--- config.mk ---
export PLATFORM = sky130hd
export DESIGN_NAME = capture_compare_channel_ctrl
export DESIGN_NICKNAME = d
export VERILOG_FILES = /design/src/hdl/capture_compare_channel_ctrl.v
export VERILOG_INCLUDE_DIRS = /design/src /design/src/hdl
export SDC_FILE = /design/constraint.sdc
export NUM_CORES = 1
export LEC_CHECK = 0
export ABC_AREA = 1
export BUFFER_PORTS_ARGS = -buffer_cell sky130_fd_sc_hd__buf_2
export CORE_AREA = 2 2 110 112
export CTS_CLUSTER_DIAMETER = 200
export DETAILED_ROUTE_END_ITERATION = 7
export DIE_AREA = 0 0 112 114
export HOLD_SLACK_MARGIN = 0.03
export PLACE_DENSITY = 0.64
export SKIP_CTS_REPAIR_TIMING = 1
export SLEW_MARGIN = 20
export SYNTH_ARGS = -nofsm -noshare
export SYNTH_HDL_FRONTEND = slang
export SYNTH_SLANG_ARGS = --single-unit
--- constraint.sdc ---
create_clock -name i_ref_clk -period 1.4 [get_ports i_ref_clk]
set_input_delay 0.07 -clock i_ref_clk [delete_from_list [all_inputs] [get_ports i_ref_clk]]
set_output_delay 0.07 -clock i_ref_clk [all_outputs]
set_load 0.02 [all_outputs]
--- src/hdl/capture_compare_regs.vh ---
// register offsets, field positions, reset values for the capture/compare channel control
//----------------------------------------
// Summary of operation
//----------------------------------------
`ifndef CAPTURE_COMPARE_REGS_VH
`define CAPTURE_COMPARE_REGS_VH

`define ADDR_W 10
`define OFF_STATUS 10'h123
`define OFF_IO_AB 10'h124
`define OFF_IO_CD 10'h125
`define OFF_CTRL 10'h126

`define RST_IO 8'h88
`define RD_ONES_AB 8'h80
`define RD_ONES_CD 8'h88
`define STATUS_ONES 8'h70

`define BIT_A_MODE 2
`define BIT_A_SRC 3
`define BIT_B_MODE 6
`define BIT_C_MODE 2
`define BIT_D_MODE 6
`define BIT_OVF 7

`define MODE_TIMER 2'h0
`define MODE_PWM 2'h1
`define MODE_PWM2 2'h2

`define EDGE_RISE 2'h0
`define EDGE_FALL 2'h1
`define EDGE_BOTH 2'h2

`endif

--- src/hdl/capture_compare_channel_ctrl.v ---
// capture/compare channel flag and I/O control logic
`timescale 1ns/1ps
`include "capture_compare_regs.vh"

module capture_compare_channel_ctrl #(
  parameter CNT_W = 16
) (
  // clock and reset
  input wire i_ref_clk,
  input wire i_rst,
  // register port
  input wire [`ADDR_W-1:0] i_addr,
  input wire [7:0] i_wdata,
  input wire i_wr,
  input wire i_rd,
  output reg [7:0] o_rdata,
  // counter and general registers
  input wire [CNT_W-1:0] i_timer_counter,
  input wire i_counter_wrap,
  input wire [CNT_W-1:0] i_general_reg_a,
  input wire [CNT_W-1:0] i_general_reg_b,
  input wire [CNT_W-1:0] i_general_reg_c,
  input wire [CNT_W-1:0] i_general_reg_d,
  // capture inputs
  input wire i_chan_a_pin,
  input wire i_chan_b_pin,
  input wire i_chan_c_pin,
  input wire i_chan_d_pin,
  input wire i_osc_div_128_signal,
  // status outputs
  output reg [3:0] o_chan_event_flag,
  output reg o_counter_wrap_flag,
  output reg [3:0] o_capture_strobe,
  output reg [3:0] o_chan_capture_mode,
  output reg o_buffer_a_active,
  output reg o_buffer_b_active
);

  //----------------------------------------
  // registers
  //----------------------------------------
  reg [7:0] io_control_ab_q;
  reg [7:0] io_control_cd_q;
  reg [1:0] timer_mode_q;
  reg buffer_a_enable_q;
  reg buffer_b_enable_q;
  reg [3:0] flag_q;
  reg wrap_q;
  reg [4:0] seen_one_q;
  reg [3:0] s1_q;
  reg [3:0] s2_q;
  reg [3:0] s3_q;
  reg [3:0] lvl_q;
  reg [3:0] prev_q;
  reg [3:0] cnt_eq_q;

  //----------------------------------------
  // field decode
  //----------------------------------------
  // pwm modes force every channel to compare, whatever the I/O control holds
  wire timer_mode = (timer_mode_q == `MODE_TIMER);
  wire [3:0] pin_raw = {i_chan_d_pin, i_chan_c_pin, i_chan_b_pin, i_chan_a_pin};
  wire chan_a_func_sel = io_control_ab_q[`BIT_A_MODE];
  wire chan_b_func_sel = io_control_ab_q[`BIT_B_MODE];
  wire chan_c_func_sel = io_control_cd_q[`BIT_C_MODE];
  wire chan_d_func_sel = io_control_cd_q[`BIT_D_MODE];
  wire chan_a_trigger_src = io_control_ab_q[`BIT_A_SRC];
  wire a_capture = timer_mode & chan_a_func_sel;
  // oscillator tap used only when channel A captures
  wire a_from_osc = a_capture & ~chan_a_trigger_src;
  wire [3:0] cap_mode;
  assign cap_mode[0] = a_capture;
  assign cap_mode[1] = timer_mode & chan_b_func_sel;
  assign cap_mode[2] = timer_mode & chan_c_func_sel;
  assign cap_mode[3] = timer_mode & chan_d_func_sel;
  wire [1:0] edge_select_field_a = io_control_ab_q[1:0];
  wire [1:0] edge_select_field_b = io_control_ab_q[5:4];
  wire [1:0] edge_select_field_c = io_control_cd_q[1:0];
  wire [1:0] edge_select_field_d = io_control_cd_q[5:4];
  wire [7:0] edge_fields = {edge_select_field_d, edge_select_field_c, edge_select_field_b, edge_select_field_a};
  wire [CNT_W*4-1:0] gr_all = {i_general_reg_d, i_general_reg_c, i_general_reg_b, i_general_reg_a};

  //----------------------------------------
  // per-channel capture edge and match
  //----------------------------------------
  // pins go through three flops; a change is taken once stages two and three agree
  wire [3:0] edge_hit;
  wire [3:0] match_now;
  genvar g;
  generate
    for (g = 0; g < 4; g = g + 1) begin : g_chan
      wire [1:0] sel = edge_fields[2*g+1:2*g];
      wire agreed = (s2_q[g] == s3_q[g]);
      wire nlvl = agreed ? s3_q[g] : lvl_q[g];
      wire rise = nlvl & ~lvl_q[g];
      wire fall = ~nlvl & lvl_q[g];
      reg hit;
      // both codes above falling take either edge
      always @* begin
        case (sel)
          `EDGE_RISE: hit = rise;
          `EDGE_FALL: hit = fall;
          default: hit = rise | fall;
        endcase
      end
      assign edge_hit[g] = hit;
      assign match_now[g] = (i_timer_counter == gr_all[CNT_W*g +: CNT_W]);
    end
  endgenerate

  //----------------------------------------
  // flag set events
  //----------------------------------------
  // oscillator tap is on-chip and synchronous, so it skips the pin synchroniser
  wire osc_edge = i_osc_div_128_signal & ~prev_q[0];
  wire [3:0] trig;
  assign trig[0] = a_from_osc ? osc_edge : edge_hit[0];
  assign trig[1] = edge_hit[1];
  assign trig[2] = edge_hit[2];
  assign trig[3] = edge_hit[3];
  // a match counts once on entry, so a stalled counter does not re-flag every cycle
  wire [3:0] match_rise = match_now & ~cnt_eq_q;
  wire [3:0] cap_ev = cap_mode & trig;
  wire [3:0] cmp_ev = ~cap_mode & match_rise;
  // c/d flag on their own match even when buffering a/b
  wire set_a = cap_ev[0] | cmp_ev[0];
  wire set_b = cap_ev[1] | cmp_ev[1];
  wire set_c = cap_ev[2] | cmp_ev[2];
  wire set_d = cap_ev[3] | cmp_ev[3];
  wire [3:0] set_ev = {set_d, set_c, set_b, set_a};

  //----------------------------------------
  // register access
  //----------------------------------------
  wire wr_status = i_wr & (i_addr == `OFF_STATUS);
  wire wr_ab = i_wr & (i_addr == `OFF_IO_AB);
  wire wr_cd = i_wr & (i_addr == `OFF_IO_CD);
  wire wr_ctrl = i_wr & (i_addr == `OFF_CTRL);
  wire rd_status = i_rd & (i_addr == `OFF_STATUS);
  wire [4:0] cur_flags = {wrap_q, flag_q};
  // write data lined up with the flag bits, overflow on top
  wire [4:0] wr_bits = {i_wdata[`BIT_OVF], i_wdata[3:0]};
  // a bit clears only if written 0 and armed by an earlier read of 1
  wire [4:0] clr = {5{wr_status}} & ~wr_bits & seen_one_q;

  reg [7:0] rdata_d;
  always @* begin
    case (i_addr)
      `OFF_STATUS: rdata_d = {wrap_q, 3'h7, flag_q};
      `OFF_IO_AB: rdata_d = io_control_ab_q | `RD_ONES_AB;
      `OFF_IO_CD: rdata_d = io_control_cd_q | `RD_ONES_CD;
      `OFF_CTRL: rdata_d = {2'h0, buffer_b_enable_q, buffer_a_enable_q, 2'h0, timer_mode_q};
      default: rdata_d = 8'h00;
    endcase
  end

  //----------------------------------------
  // next flag values
  //----------------------------------------
  // set beats a simultaneous clear so no event is lost
  wire [3:0] flag_d = (flag_q & ~clr[3:0]) | set_ev;
  wire wrap_d = (wrap_q & ~clr[4]) | i_counter_wrap;

  //----------------------------------------
  // pin synchroniser
  //----------------------------------------
  // level moves only once stages two and three agree; a pin idling high shows one edge after reset
  wire [3:0] lvl_d = (s2_q ~^ s3_q) & s3_q | ~(s2_q ~^ s3_q) & lvl_q;
  always @(posedge i_ref_clk) begin
    if (i_rst) begin
      s1_q <= 4'h0;
      s2_q <= 4'h0;
      s3_q <= 4'h0;
      lvl_q <= 4'h0;
    end else begin
      s1_q <= pin_raw;
      s2_q <= s1_q;
      s3_q <= s2_q;
      lvl_q <= lvl_d;
    end
  end

  //----------------------------------------
  // edge and match history
  //----------------------------------------
  always @(posedge i_ref_clk) begin
    if (i_rst) begin
      prev_q <= 4'h0;
      cnt_eq_q <= 4'h0;
    end else begin
      prev_q <= {3'h0, i_osc_div_128_signal};
      cnt_eq_q <= match_now;
    end
  end

  //----------------------------------------
  // I/O control registers
  //----------------------------------------
  // reset leaves every channel comparing, channel A triggered from its pin
  always @(posedge i_ref_clk) begin
    if (i_rst) begin
      io_control_ab_q <= `RST_IO;
      io_control_cd_q <= `RST_IO;
    end else begin
      // unassigned bits store 0 whatever is written
      if (wr_ab) begin
        io_control_ab_q <= i_wdata & 8'h7f;
      end
      if (wr_cd) begin
        io_control_cd_q <= i_wdata & 8'h77;
      end
    end
  end

  //----------------------------------------
  // mode and buffer control
  //----------------------------------------
  // mode code 3 is undefined; it decodes as a compare-only mode
  always @(posedge i_ref_clk) begin
    if (i_rst) begin
      timer_mode_q <= `MODE_TIMER;
      buffer_a_enable_q <= 1'b0;
      buffer_b_enable_q <= 1'b0;
    end else if (wr_ctrl) begin
      timer_mode_q <= i_wdata[1:0];
      buffer_a_enable_q <= i_wdata[4];
      buffer_b_enable_q <= i_wdata[5];
    end
  end

  //----------------------------------------
  // status flags
  //----------------------------------------
  always @(posedge i_ref_clk) begin
    if (i_rst) begin
      flag_q <= 4'h0;
      wrap_q <= 1'b0;
    end else begin
      flag_q <= flag_d;
      wrap_q <= wrap_d;
    end
  end

  //----------------------------------------
  // clear arming
  //----------------------------------------
  // arm the clear only for bits read as 1; a status write disarms all unless a status read comes in the same cycle
  reg [4:0] seen_one_d;
  always @* begin
    seen_one_d = seen_one_q;
    if (rd_status) begin
      seen_one_d = cur_flags;
    end else if (wr_status) begin
      seen_one_d = 5'h00;
    end
  end

  always @(posedge i_ref_clk) begin
    if (i_rst) begin
      seen_one_q <= 5'h00;
    end else begin
      seen_one_q <= seen_one_d;
    end
  end

  //----------------------------------------
  // status outputs
  //----------------------------------------
  // outputs take the next flag values so they never lag the internal flags
  always @(posedge i_ref_clk) begin
    if (i_rst) begin
      o_rdata <= 8'h00;
      o_chan_event_flag <= 4'h0;
      o_counter_wrap_flag <= 1'b0;
    end else begin
      o_rdata <= i_rd ? rdata_d : 8'h00;
      o_chan_event_flag <= flag_d;
      o_counter_wrap_flag <= wrap_d;
    end
  end

  //----------------------------------------
  // capture strobe
  //----------------------------------------
  // rises with the flag so the counter can be latched outside on that edge
  always @(posedge i_ref_clk) begin
    if (i_rst) begin
      o_capture_strobe <= 4'h0;
    end else begin
      o_capture_strobe <= cap_ev;
    end
  end

  //----------------------------------------
  // mode outputs
  //----------------------------------------
  always @(posedge i_ref_clk) begin
    if (i_rst) begin
      o_chan_capture_mode <= 4'h0;
      o_buffer_a_active <= 1'b0;
      o_buffer_b_active <= 1'b0;
    end else begin
      o_chan_capture_mode <= cap_mode;
      // mode bits of a buffer pair are assumed matched by software
      o_buffer_a_active <= buffer_a_enable_q;
      o_buffer_b_active <= buffer_b_enable_q;
    end
  end

endmodule // capture_compare_channel_ctrl

==> results of run 1 <==
## final cells by class
cell class,instances,area (sq um),share of cell area (%)
multi-input cells,449,2200,41.0
flip-flops and latches,66,1330,24.8
repair buffers,157,896,16.7
inverters,111,418,7.77
clock buffers,10,239,4.44
well taps,147,184,3.42
clock inverters,5,103,1.91
## final timing paths
kind / cells after the start / from / endpoint / slack (ns)
worst max-delay path: 9 / flop / o_chan_event_flag[2] / -0.07
worst max register to register: 9 / flop / o_chan_event_flag[2] / -0.07
worst min register to register: 2 / s1_q[3] / s2_q[3] / 0.40
worst min-delay path: 3 / i_wdata[4] / buffer_a_enable_q / 0.04
## worst max-delay path: cells and delay by family, from the launching register on
family | cells | cell delay [ns]
AO/OA/AOI/OAI | 3 | 0.40
adder cells (fa/ha/maj) | 1 | 0.19
buffers and inverters | 1 | 0.07
flip-flops | 1 | 0.32
AND/OR/NAND/NOR | 4 | 0.39
## registers in the layout, summed over array words and instances (netlist names), named ones only
signal               count
io_control_ab_q          7
s3_q                     4
s2_q                     4
cnt_eq_q                 4
prev_q                   1
timer_mode_q             2
seen_one_q               5
o_counter_wrap_flag      1
o_buffer_b_active        1
o_rdata                  8
o_chan_capture_mode      4
o_capture_strobe         4
o_buffer_a_active        1
io_control_cd_q          6
s1_q                     4
buffer_a_enable_q        1
o_chan_event_flag        4
buffer_b_enable_q        1
## power by group
| group | internal (W) | switching, W |
|---|---|---|
| registers | 0.00190 | 0.0000101 |
| clock network | 0.00177 | 0.000804 |
| logic | 0.000264 | 0.000339 |
## Yosys cell counts
cell and number:
nand3_4 2, dfxtp_1 66, a21oi_1 13, o21ai_1 1, buf_2 1, nand2_4 1, nand2_1 189, nand4_1 9
or2_2 5, nand2_2 3, clkbuf_1 7, inv_2 2, nor3_4 1, nor2_1 112, nor3_1 8, o21ai_0 26
and3_1 4, buf_4 1, clkinv_1 1, clkinv_2 1, nand3_2 3, o21a_1 4, ha_1 8, o211ai_1 1
xnor2_1 8, buf_6 2, nor2_4 1, nor2_2 15, nand3_1 22, o22ai_1 4, o21ai_4 1, xor2_1 7
a21oi_4 1, inv_1 107
## through the flow
stage	instances	instance area (sq um)	utilization [%]	TNS, ns
6_report	945	5380	45.9	-0.0826
5_1_grt	945	5380	45.9	-0.381
4_1_cts	934	5200	44.4	-0.129
3_5_place_dp	919	4850	41.5	-0.0790
3_3_place_gp	919	4850	41.5	-0.0326
2_1_floorplan	637	3940	-	0
## kinds of logic after synthesis
logic type,after synthesis,share of synthesized area (%)
buffers and inverters,122,12.2
and+or+nand+nor,375,40.9
AOI/OAI and AO/OA,51,7.50
DFF,66,33.6
adders and majority gates,8,2.54
xor gates and xnor gates,15,3.34
## layer usage
layer  vias to the layer above  share of wire, %  track usage [%]
met1                      1845                43             21.5
met2                       148                48             30.3
li1                       2235                 -                -
met4                         0               1.1             4.63
met5                         -                 0                0
met3                        12               7.4             3.61
==> results by group, run 1 <==
Status
  • Status: complete, but fails checks
  • Failing checks: setup timing

Setup path
  • Crit Path Class: reg2reg
  • Crit-path slowest cell: dfxtp_1
  • Worst Setup End Kind: flop
  • Crit start category: flop
  • Worst EP arrival: 1.68 ns
  • CP Cell Sequence: inv_2 -> nand2_2 -> o21a_1 -> ha_2 -> or2_4 -> a21oi_2 -> nor2_2 -> a21oi_1 -> nand2_1
  • Worst-path fanout max: 2
  • Critical Path Max Stage Delay: 0.32 ns
  • Worst EP required: 1.62 ns

Drt
  • ANT nets after route: 0
  • 1st-pass router iterations: 4
  • Drt via density: 4.49
  • Total wire length: 11300 microns
  • Via count: 4240
  • Post-route DRC: 0
  • Wire length per cell: 12.0 microns
  • Initial DRC Count: 191

Layout
  • Filler cells: 1234
  • # diodes: 0
  • Layout overhead on the synthesized area: 36.6%
  • Share of layout cells above drive strength 1: 28.9%
  • Most common cell after layout, fill and taps aside: nand2_1
  • Most frequent cells in the layout: 187 x nand2_1, 130 x buf_2, 110 x nor2_1
  • Layout Nets: 910

Logic synthesis
  • Post-synthesis instance area: 0.00394 sq mm
  • Post-synthesis sequential area ratio: 33.6%
  • Avg Cell Area, Syn: 6.18 sq um
  • Post-synth top area cell: dfxtp_1
  • #FFs+latches synth: 66
  • Synth unique cells: 34
  • Synth area leaders: dfxtp_1 34%, nand2_1 18%, nor2_1 11%
  • Post-Syn Instances: 637
  • Synthesized Nets: 753
  • Syn. warnings: 0
  • Synth top area share: 33.6%

Global routing
  • Pin count of the biggest net entering global routing: 24
  • GRT Residual Overflow: 0
  • First-pass GRT wire length: 17700 microns
  • All-Layer GR Usage: 17.2%
  • Vias in the first global route: 3792
  • Initial antenna violation count: 0

STA
  • Hold_ws: 0.0361 ns
  • Final Hold Fails: 0
  • Crit share post-route: 105%
  • Fin. max-slew vios: 0
  • Fin crit period: 1.47 ns
  • Final setup violation count: 2
  • Fmax: 0.682 GHz
  • Slew HR: 76.3%
  • Worst Slack Setup Final: -0.0657 ns
  • RSZ-0062 raised after global routing: true
  • Worst clock skew: 0.00478 ns
  • Least-Margin Pin Slew: 0.353 ns

Placement
  • DP Wirelength: 9020 microns
  • Placer Congestion: 0.890
  • Placement Setup Slack: -0.0421 ns
  • Port bufs: 130

Pwr
  • Power Dens Cells: 946 mW/mm^2
  • Worst VDD drop: 1.06 mV
  • Tot Pwr: 0.00509 W
  • Leak pwr: 2.83 nW

Floorplan
  • Core Region: 0.0117 sq mm
  • Rows: 40
  • Io pins: 131
  • Initial core utilization: 33.6%
  • Die span in y: 114 microns
  • Die X: 112 microns
  • Die area: 0.0128 sq mm

Clocking
  • Clock Sinks: 66
  • CTS clock-pin slew for the worst setup and hold paths: 0.06 ns
  • Later-pin clock latency in the skew report: 0.33 ns
  • H-tree depth: 3
  • CTS tree: built
  • CTS root buffer: clkbuf_16
  • CTS buffer count: 9
  • CTS Buffer Depth: 2

Hold path
  • Hold Path Class: in2reg

Run
  • Max_cap viols: 0
No activity file was read; power rests on OpenSTA's default activity.
==> inputs of run 2 (changes only) <==
--- a/config.mk
+++ b/config.mk
@@ -8,12 +8,15 @@
 export LEC_CHECK = 0
 export ABC_AREA = 1
 export BUFFER_PORTS_ARGS = -buffer_cell sky130_fd_sc_hd__buf_2
-export CORE_AREA = 2 2 110 112
+export CELL_PAD_IN_SITES_DETAIL_PLACEMENT = 1
+export CELL_PAD_IN_SITES_GLOBAL_PLACEMENT = 2
+export CORE_AREA = 2 2 132 134
+export CTS_BUF_LIST = sky130_fd_sc_hd__clkbuf_8
 export CTS_CLUSTER_DIAMETER = 200
 export DETAILED_ROUTE_END_ITERATION = 7
-export DIE_AREA = 0 0 112 114
+export DIE_AREA = 0 0 134 136
 export HOLD_SLACK_MARGIN = 0.03
-export PLACE_DENSITY = 0.64
+export PLACE_DENSITY = 0.81
 export SKIP_CTS_REPAIR_TIMING = 1
 export SLEW_MARGIN = 20
 export SYNTH_ARGS = -nofsm -noshare
==> run 2 against run 1 <==
Compared with the run above:
- the run still ends with setup timing left
- die area is 43% higher
- sequential power is essentially flat
- worst setup slack better by 0.044 ns
- routed wire length increased by 18%
- sequential share of layout area is 0.081 points higher
- via count shrank 0.61%
- cell area fell by 0.42%
- maximum frequency rose by 3.1%
- first-iteration DRC count down 55%
- largest cell class unchanged
==> results by group, run 2 (synthesized netlist as in run 1, its figures left out) <==
Placement
  • Placer Congestion: 0.800 (-10%)
  • DP Wirelength: 11100 microns (+23%)
  • Area after DPL: 0.00497 sq mm (+2.4%)
  • Placed cells: 998 (+8.6%)
  • Port bufs: 130 (unchanged)

Clocking
  • CTS clock-pin slew for the worst setup and hold paths: 0.07 ns (about the same)
  • CTS Buffer Depth: 2 (unchanged)
  • CTS buffer count: 9 (unchanged)
  • CTS tree: built
  • CTS root buffer: clkbuf_8
  • Later-pin clock latency in the skew report: 0.35 ns (+0.02 ns)
  • Clock Sinks: 66 (unchanged)
  • H-tree depth: 3 (unchanged)

Layout
  • Largest reg by FF count: o_rdata
  • # diodes: 0 (unchanged)
  • Most common cell after layout, fill and taps aside: nand2_1
  • Filler cells: 2213 (+79%)
  • Core Util, Final: 31.7% (-14 points)
  • Non-Filler Instances: 1024 (+8.4%)
  • Most frequent cells in the layout: 188 x nand2_1, 130 x buf_2, 108 x nor2_1
  • Layout Nets: 911 (+0.11%)
  • Largest register FFs: 8 (unchanged)
  • Layout overhead on the synthesized area: 36.0%
  • Largest regs: o_rdata x8, io_control_ab_q x7, io_control_cd_q x6
  • Cell area after layout: 0.00536 sq mm (-0.42%)
  • Share of layout cells above drive strength 1: 29.4% (+0.46 points)

Pwr
  • Leak pwr: 2.77 nW (-2.2%)
  • Power Dens Cells: 773 mW/mm^2 (-18%)
  • Worst VDD drop: 0.309 mV (-71%)
  • Tot Pwr: 0.00414 W (-19%)

Status
  • Failing checks: setup timing
  • Status: complete, but fails checks

Drt
  • 1st-pass router iterations: 4 (unchanged)
  • Wire length per cell: 13.0 microns (+8.6%)
  • Via count: 4214 (-0.61%)
  • Post-route DRC: 0 (unchanged)
  • Initial DRC Count: 86 (-55%)
  • Total wire length: 13300 microns (+18%)
  • Drt via density: 4.12 (-8.3%)
  • ANT nets after route: 0 (unchanged)

Hold path
  • Hold Path Class: in2reg

Floorplan
  • Core Region: 0.0169 sq mm (+44%)
  • Rows: 48 (+20%)
  • Initial core utilization: 23.3% (-10 points)
  • Die X: 134 microns (+20%)
  • Io pins: 131 (unchanged)
  • Die area: 0.0182 sq mm (+43%)
  • Die span in y: 136 microns (+19%)

STA
  • Crit share post-route: 102% (-3.1 points)
  • Slew HR: 76.3% (about the same)
  • Worst clock skew: 0.00556 ns (+0.000784 ns)
  • Final Hold Fails: 0 (unchanged)
  • RSZ-0062 raised after global routing: true
  • Total Neg Setup Slack: -0.0245 ns (+0.0581 ns)
  • Fmax: 0.703 GHz (+3.1%)
  • Worst Slack Setup Final: -0.0219 ns (+0.0438 ns)
  • Fin crit period: 1.42 ns (-0.0438 ns)
  • Fin. max-slew vios: 0 (unchanged)
  • Least-Margin Pin Slew: 0.354 ns (+0.000946 ns)
  • Final setup violation count: 2 (unchanged)

Setup path
  • Worst EP arrival: 1.67 ns (about the same)
  • Crit-path slowest cell: dfxtp_2
  • Worst-path fanout max: 3 (+1)
  • Critical path's most frequent cell: nand2_1
  • Critical Path Max Stage Delay: 0.33 ns (about the same)
  • Crit start category: flop
  • CP Cell Sequence: nand2_2 -> nand2_1 -> o21a_1 -> ha_2 -> or2_4 -> a21oi_2 -> nor2_2 -> a21oi_1 -> nand2_1
  • Worst Setup End Kind: flop
  • Worst EP required: 1.65 ns (+0.03 ns)
  • Crit Path Class: reg2reg

Global routing
  • First-pass GRT wire length: 21200 microns (+20%)
  • Vias in the first global route: 4238 (+12%)
  • Initial antenna violation count: 0 (unchanged)
  • All-Layer GR Usage: 15.1% (-2.2 points)
  • Pin count of the biggest net entering global routing: 30 (+25%)
  • GRT Residual Overflow: 0 (unchanged)

Run
  • Max_cap viols: 0 (unchanged)
run 2: cell type report:
cell class                 count  area [sq um]  area share (%)
clock buffer                  10           138            2.57
clock inverter                 5          55.1            1.03
inverter                     111           418            7.80
multi-input combinational    449          2210            41.3
sequential                    66          1330            24.9
tap                          225           282            5.26
timing repair buffer         158           918            17.1
run 2: critical path, delay by kind of cell, from the launching register on:
kind                       cells  cell delay, ns
AOI/OAI and AO/OA              3            0.38
adders and majority gates      1            0.17
DFF                            1            0.33
and+or+nand+nor                5            0.42
run 2: routing by layer:
metal,global-route usage [%],wire [microns],share of wire [%]
met2,26.0,6150,46
met4,3.72,116,0.87
met3,5.18,1020,7.7
met1,17.9,6040,45
met5,0,0,0
run 2: path summary, 6_finish.rpt:
check | from | to | slack, ns | cells after the start
worst max-delay path | s2_q[2] | o_chan_event_flag[2] | -0.02 | 9
worst min-delay path | i_wdata[5] | buffer_b_enable_q | 0.01 | 3
worst max register to register | s2_q[2] | o_chan_event_flag[2] | -0.02 | 9
worst min register to register | s1_q[1] | s2_q[1] | 0.40 | 2
run 2: power by group:
part           internal, W  switching [W]
sequential         0.00190     0.00000990
combinational     0.000268       0.000354
clock             0.000854       0.000761
run 2: stage by stage:
stage | setup WS (ns) | hold slack, ns
floorplan | 0.0351 | 0.159
finish | -0.0219 | 0.0111
global route | -0.109 | 0.0398
CTS | -0.0824 | -0.102
global placement | -0.0318 | 0.276
detailed placement | -0.0713 | 0.280
==> inputs of run 3 (changes only) <==
--- a/config.mk
+++ b/config.mk
@@ -10,13 +10,13 @@
 export BUFFER_PORTS_ARGS = -buffer_cell sky130_fd_sc_hd__buf_2
 export CELL_PAD_IN_SITES_DETAIL_PLACEMENT = 1
 export CELL_PAD_IN_SITES_GLOBAL_PLACEMENT = 2
-export CORE_AREA = 2 2 132 134
+export CORE_AREA = 2 2 185 96
 export CTS_BUF_LIST = sky130_fd_sc_hd__clkbuf_8
 export CTS_CLUSTER_DIAMETER = 200
 export DETAILED_ROUTE_END_ITERATION = 7
-export DIE_AREA = 0 0 134 136
+export DIE_AREA = 0 0 187 98
 export HOLD_SLACK_MARGIN = 0.03
-export PLACE_DENSITY = 0.81
+export PLACE_DENSITY = 0.82
 export SKIP_CTS_REPAIR_TIMING = 1
 export SLEW_MARGIN = 20
 export SYNTH_ARGS = -nofsm -noshare
==> run 3 against run 2 <==
Compared with the run above:
- the run still ends with setup timing left
- sequential cell count is the same
- register-to-register slack lost 0.02 ns
- maximum frequency shrank 1.2%
- die area grew 0.56%
- highest routed layer unchanged
- sequential share of layout area shrank 0.46 points
- final cell count grew 1.5%
- critical path depth is the same
- critical endpoint unchanged
- worst setup slack lost 0.017 ns
- global-route usage grew 1.5 points
- clock power grew 20%
- largest power group is now the clock network
==> results by group, run 3 (synthesized netlist as in run 1, its figures left out) <==
Setup path
  • Worst Setup End Kind: flop
  • Critical Path Max Stage Delay: 0.34 ns (about the same)
  • Worst-path fanout max: 3 (unchanged)
  • Crit path buf inv count: 0 (unchanged)
  • Critical path's most frequent cell: nand2_1
  • Crit start category: flop
  • CP Cell Sequence: nand2_1 -> nand2_1 -> o21a_1 -> ha_2 -> or2_4 -> a21oi_2 -> nor2_2 -> a21oi_1 -> nand2_1
  • Crit-path slowest cell: dfxtp_2
  • Crit-path leading delay family: simple AND/OR/NAND/NOR gates
  • Worst EP required: 1.65 ns (about the same)
  • Worst EP arrival: 1.69 ns (+0.02 ns)
  • Crit Path Class: reg2reg

Placement
  • DP Wirelength: 12300 microns (+11%)
  • Placer Congestion: 0.805 (+0.61%)
  • Area after DPL: 0.00499 sq mm (+0.43%)
  • Port bufs: 130 (unchanged)

Clocking
  • CTS root buffer: clkbuf_8
  • CTS tree: built
  • CTS Buffer Depth: 2 (unchanged)
  • CTS buffer count: 9 (unchanged)
  • CTS clock-pin slew for the worst setup and hold paths: 0.08 ns (about the same)
  • H-tree depth: 3 (unchanged)
  • Later-pin clock latency in the skew report: 0.36 ns (about the same)
  • Clock Sinks: 66 (unchanged)

Layout
  • Layout Nets: 914 (+0.33%)
  • Core Util, Final: 32.4% (+0.63 points)
  • Largest regs: o_rdata x8, io_control_ab_q x7, io_control_cd_q x6
  • Share of layout cells above drive strength 1: 29.5% (+0.10 points)
  • Register area: 0.00134 sq mm (+0.19%)
  • Layout overhead on the synthesized area: 38.8%
  • Largest reg by FF count: o_rdata
  • Largest register FFs: 8 (unchanged)
  • Most frequent cells in the layout: 188 x nand2_1, 130 x buf_2, 110 x nor2_1
  • Multi-input logic area: 0.00221 sq mm (unchanged)
  • Most common cell after layout, fill and taps aside: nand2_1
  • Filler cells: 2230 (+0.77%)
  • Cell area after layout: 0.00547 sq mm (+2.1%)

Pwr
  • Tot Pwr: 0.00449 W (+8.4%)
  • Leak pwr: 2.82 nW (+1.8%)
  • Power Dens Cells: 821 mW/mm^2 (+6.2%)
  • Worst VDD drop: 0.469 mV (+52%)

Drt
  • Initial DRC Count: 208 (+140%)
  • Wire length per cell: 14.3 microns (+9.9%)
  • 1st-pass router iterations: 4 (unchanged)
  • Total wire length: 14900 microns (+11%)
  • Via count: 4275 (+1.4%)
  • Drt via density: 4.11 (about the same)
  • ANT nets after route: 0 (unchanged)
  • Post-route DRC: 0 (unchanged)

Floorplan
  • Core Region: 0.0169 sq mm (about the same)
  • Initial core utilization: 23.3% (about the same)
  • Die area: 0.0183 sq mm (+0.56%)
  • Die X: 187 microns (+40%)
  • Rows: 34 (-29%)
  • Io pins: 131 (unchanged)
  • Die span in y: 98 microns (-28%)

Run
  • Max_cap viols: 0 (unchanged)

STA
  • Worst clock skew: 0.0127 ns (+0.00713 ns)
  • Fin crit period: 1.44 ns (+0.0168 ns)
  • Fmax: 0.695 GHz (-1.2%)
  • Total Neg Setup Slack: -0.0450 ns (-0.0205 ns)
  • Least-Margin Pin Slew: 0.352 ns (-0.00187 ns)
  • Final setup violation count: 2 (unchanged)
  • RSZ-0062 raised after global routing: true
  • Fin. max-slew vios: 0 (unchanged)
  • Crit share post-route: 103% (+1.2 points)
  • Final Hold Fails: 0 (unchanged)
  • Slew HR: 76.4% (+0.13 points)
  • Worst Slack Setup Final: -0.0387 ns (-0.0168 ns)
  • Hold_ws: 0.0408 ns (+0.0297 ns)

Status
  • Status: complete, but fails checks
  • Failing checks: setup timing

Global routing
  • All-Layer GR Usage: 16.5% (+1.5 points)
  • GRT Residual Overflow: 0 (unchanged)
  • Initial antenna violation count: 2 (+2)
  • First-pass GRT wire length: 23300 microns (+9.6%)
  • Vias in the first global route: 4244 (+0.14%)
  • Pin count of the biggest net entering global routing: 30 (unchanged)

Hold path
  • Hold Path Class: in2reg
run 3: cell type report:
class	instances	share of cell area (%)
Sequential cell	66	24.4
Antenna cell	2	0.0916
Clock buffer	9	2.27
Timing Repair Buffer	161	17.7
Tap cell	234	5.36
Multi-Input combinational cell	449	40.5
Inverter	111	7.65
Clock inverter	7	2.01
run 3: worst paths after layout:
check                           depth (start not counted)              endpoint  slack, ns       start
worst min-delay path                                    3     buffer_a_enable_q       0.04  i_wdata[4]
worst max-delay path                                    9  o_chan_event_flag[2]      -0.04     s2_q[2]
worst max register to register                          9  o_chan_event_flag[2]      -0.04     s2_q[2]
worst min register to register                          2               s2_q[3]       0.40     s1_q[3]
run 3: layer usage:
layer  vias to the layer above  part of all wire, %  track usage [%]  routed length, microns
met1                      1913                   57             26.6                    8510
met4                         0                 0.57             2.56                      85
met2                       102                   35             20.7                    5240
li1                       2251                    -                -                       -
met3                         9                  6.9             5.28                    1030
met5                         -                    0                0                       0
run 3: tightest hold or removal path, stage by stage:
cell and delay (ns):
buf_2 0.14, nor3_1 0.07, nor2_1 0.09
run 3: stage by stage:
step	instances	setup WS, ns
after floorplan	637	0.0351
after global placement	1005	-0.0257
after detailed placement	1005	-0.110
after CTS	1021	-0.110
after global routing	1038	-0.125
final	1039	-0.0387
run 3: where the power goes:
group	internal, W	switching (W)
Clock	0.00117	0.000769
Sequential	0.00190	0.0000110
Combinational	0.000274	0.000372
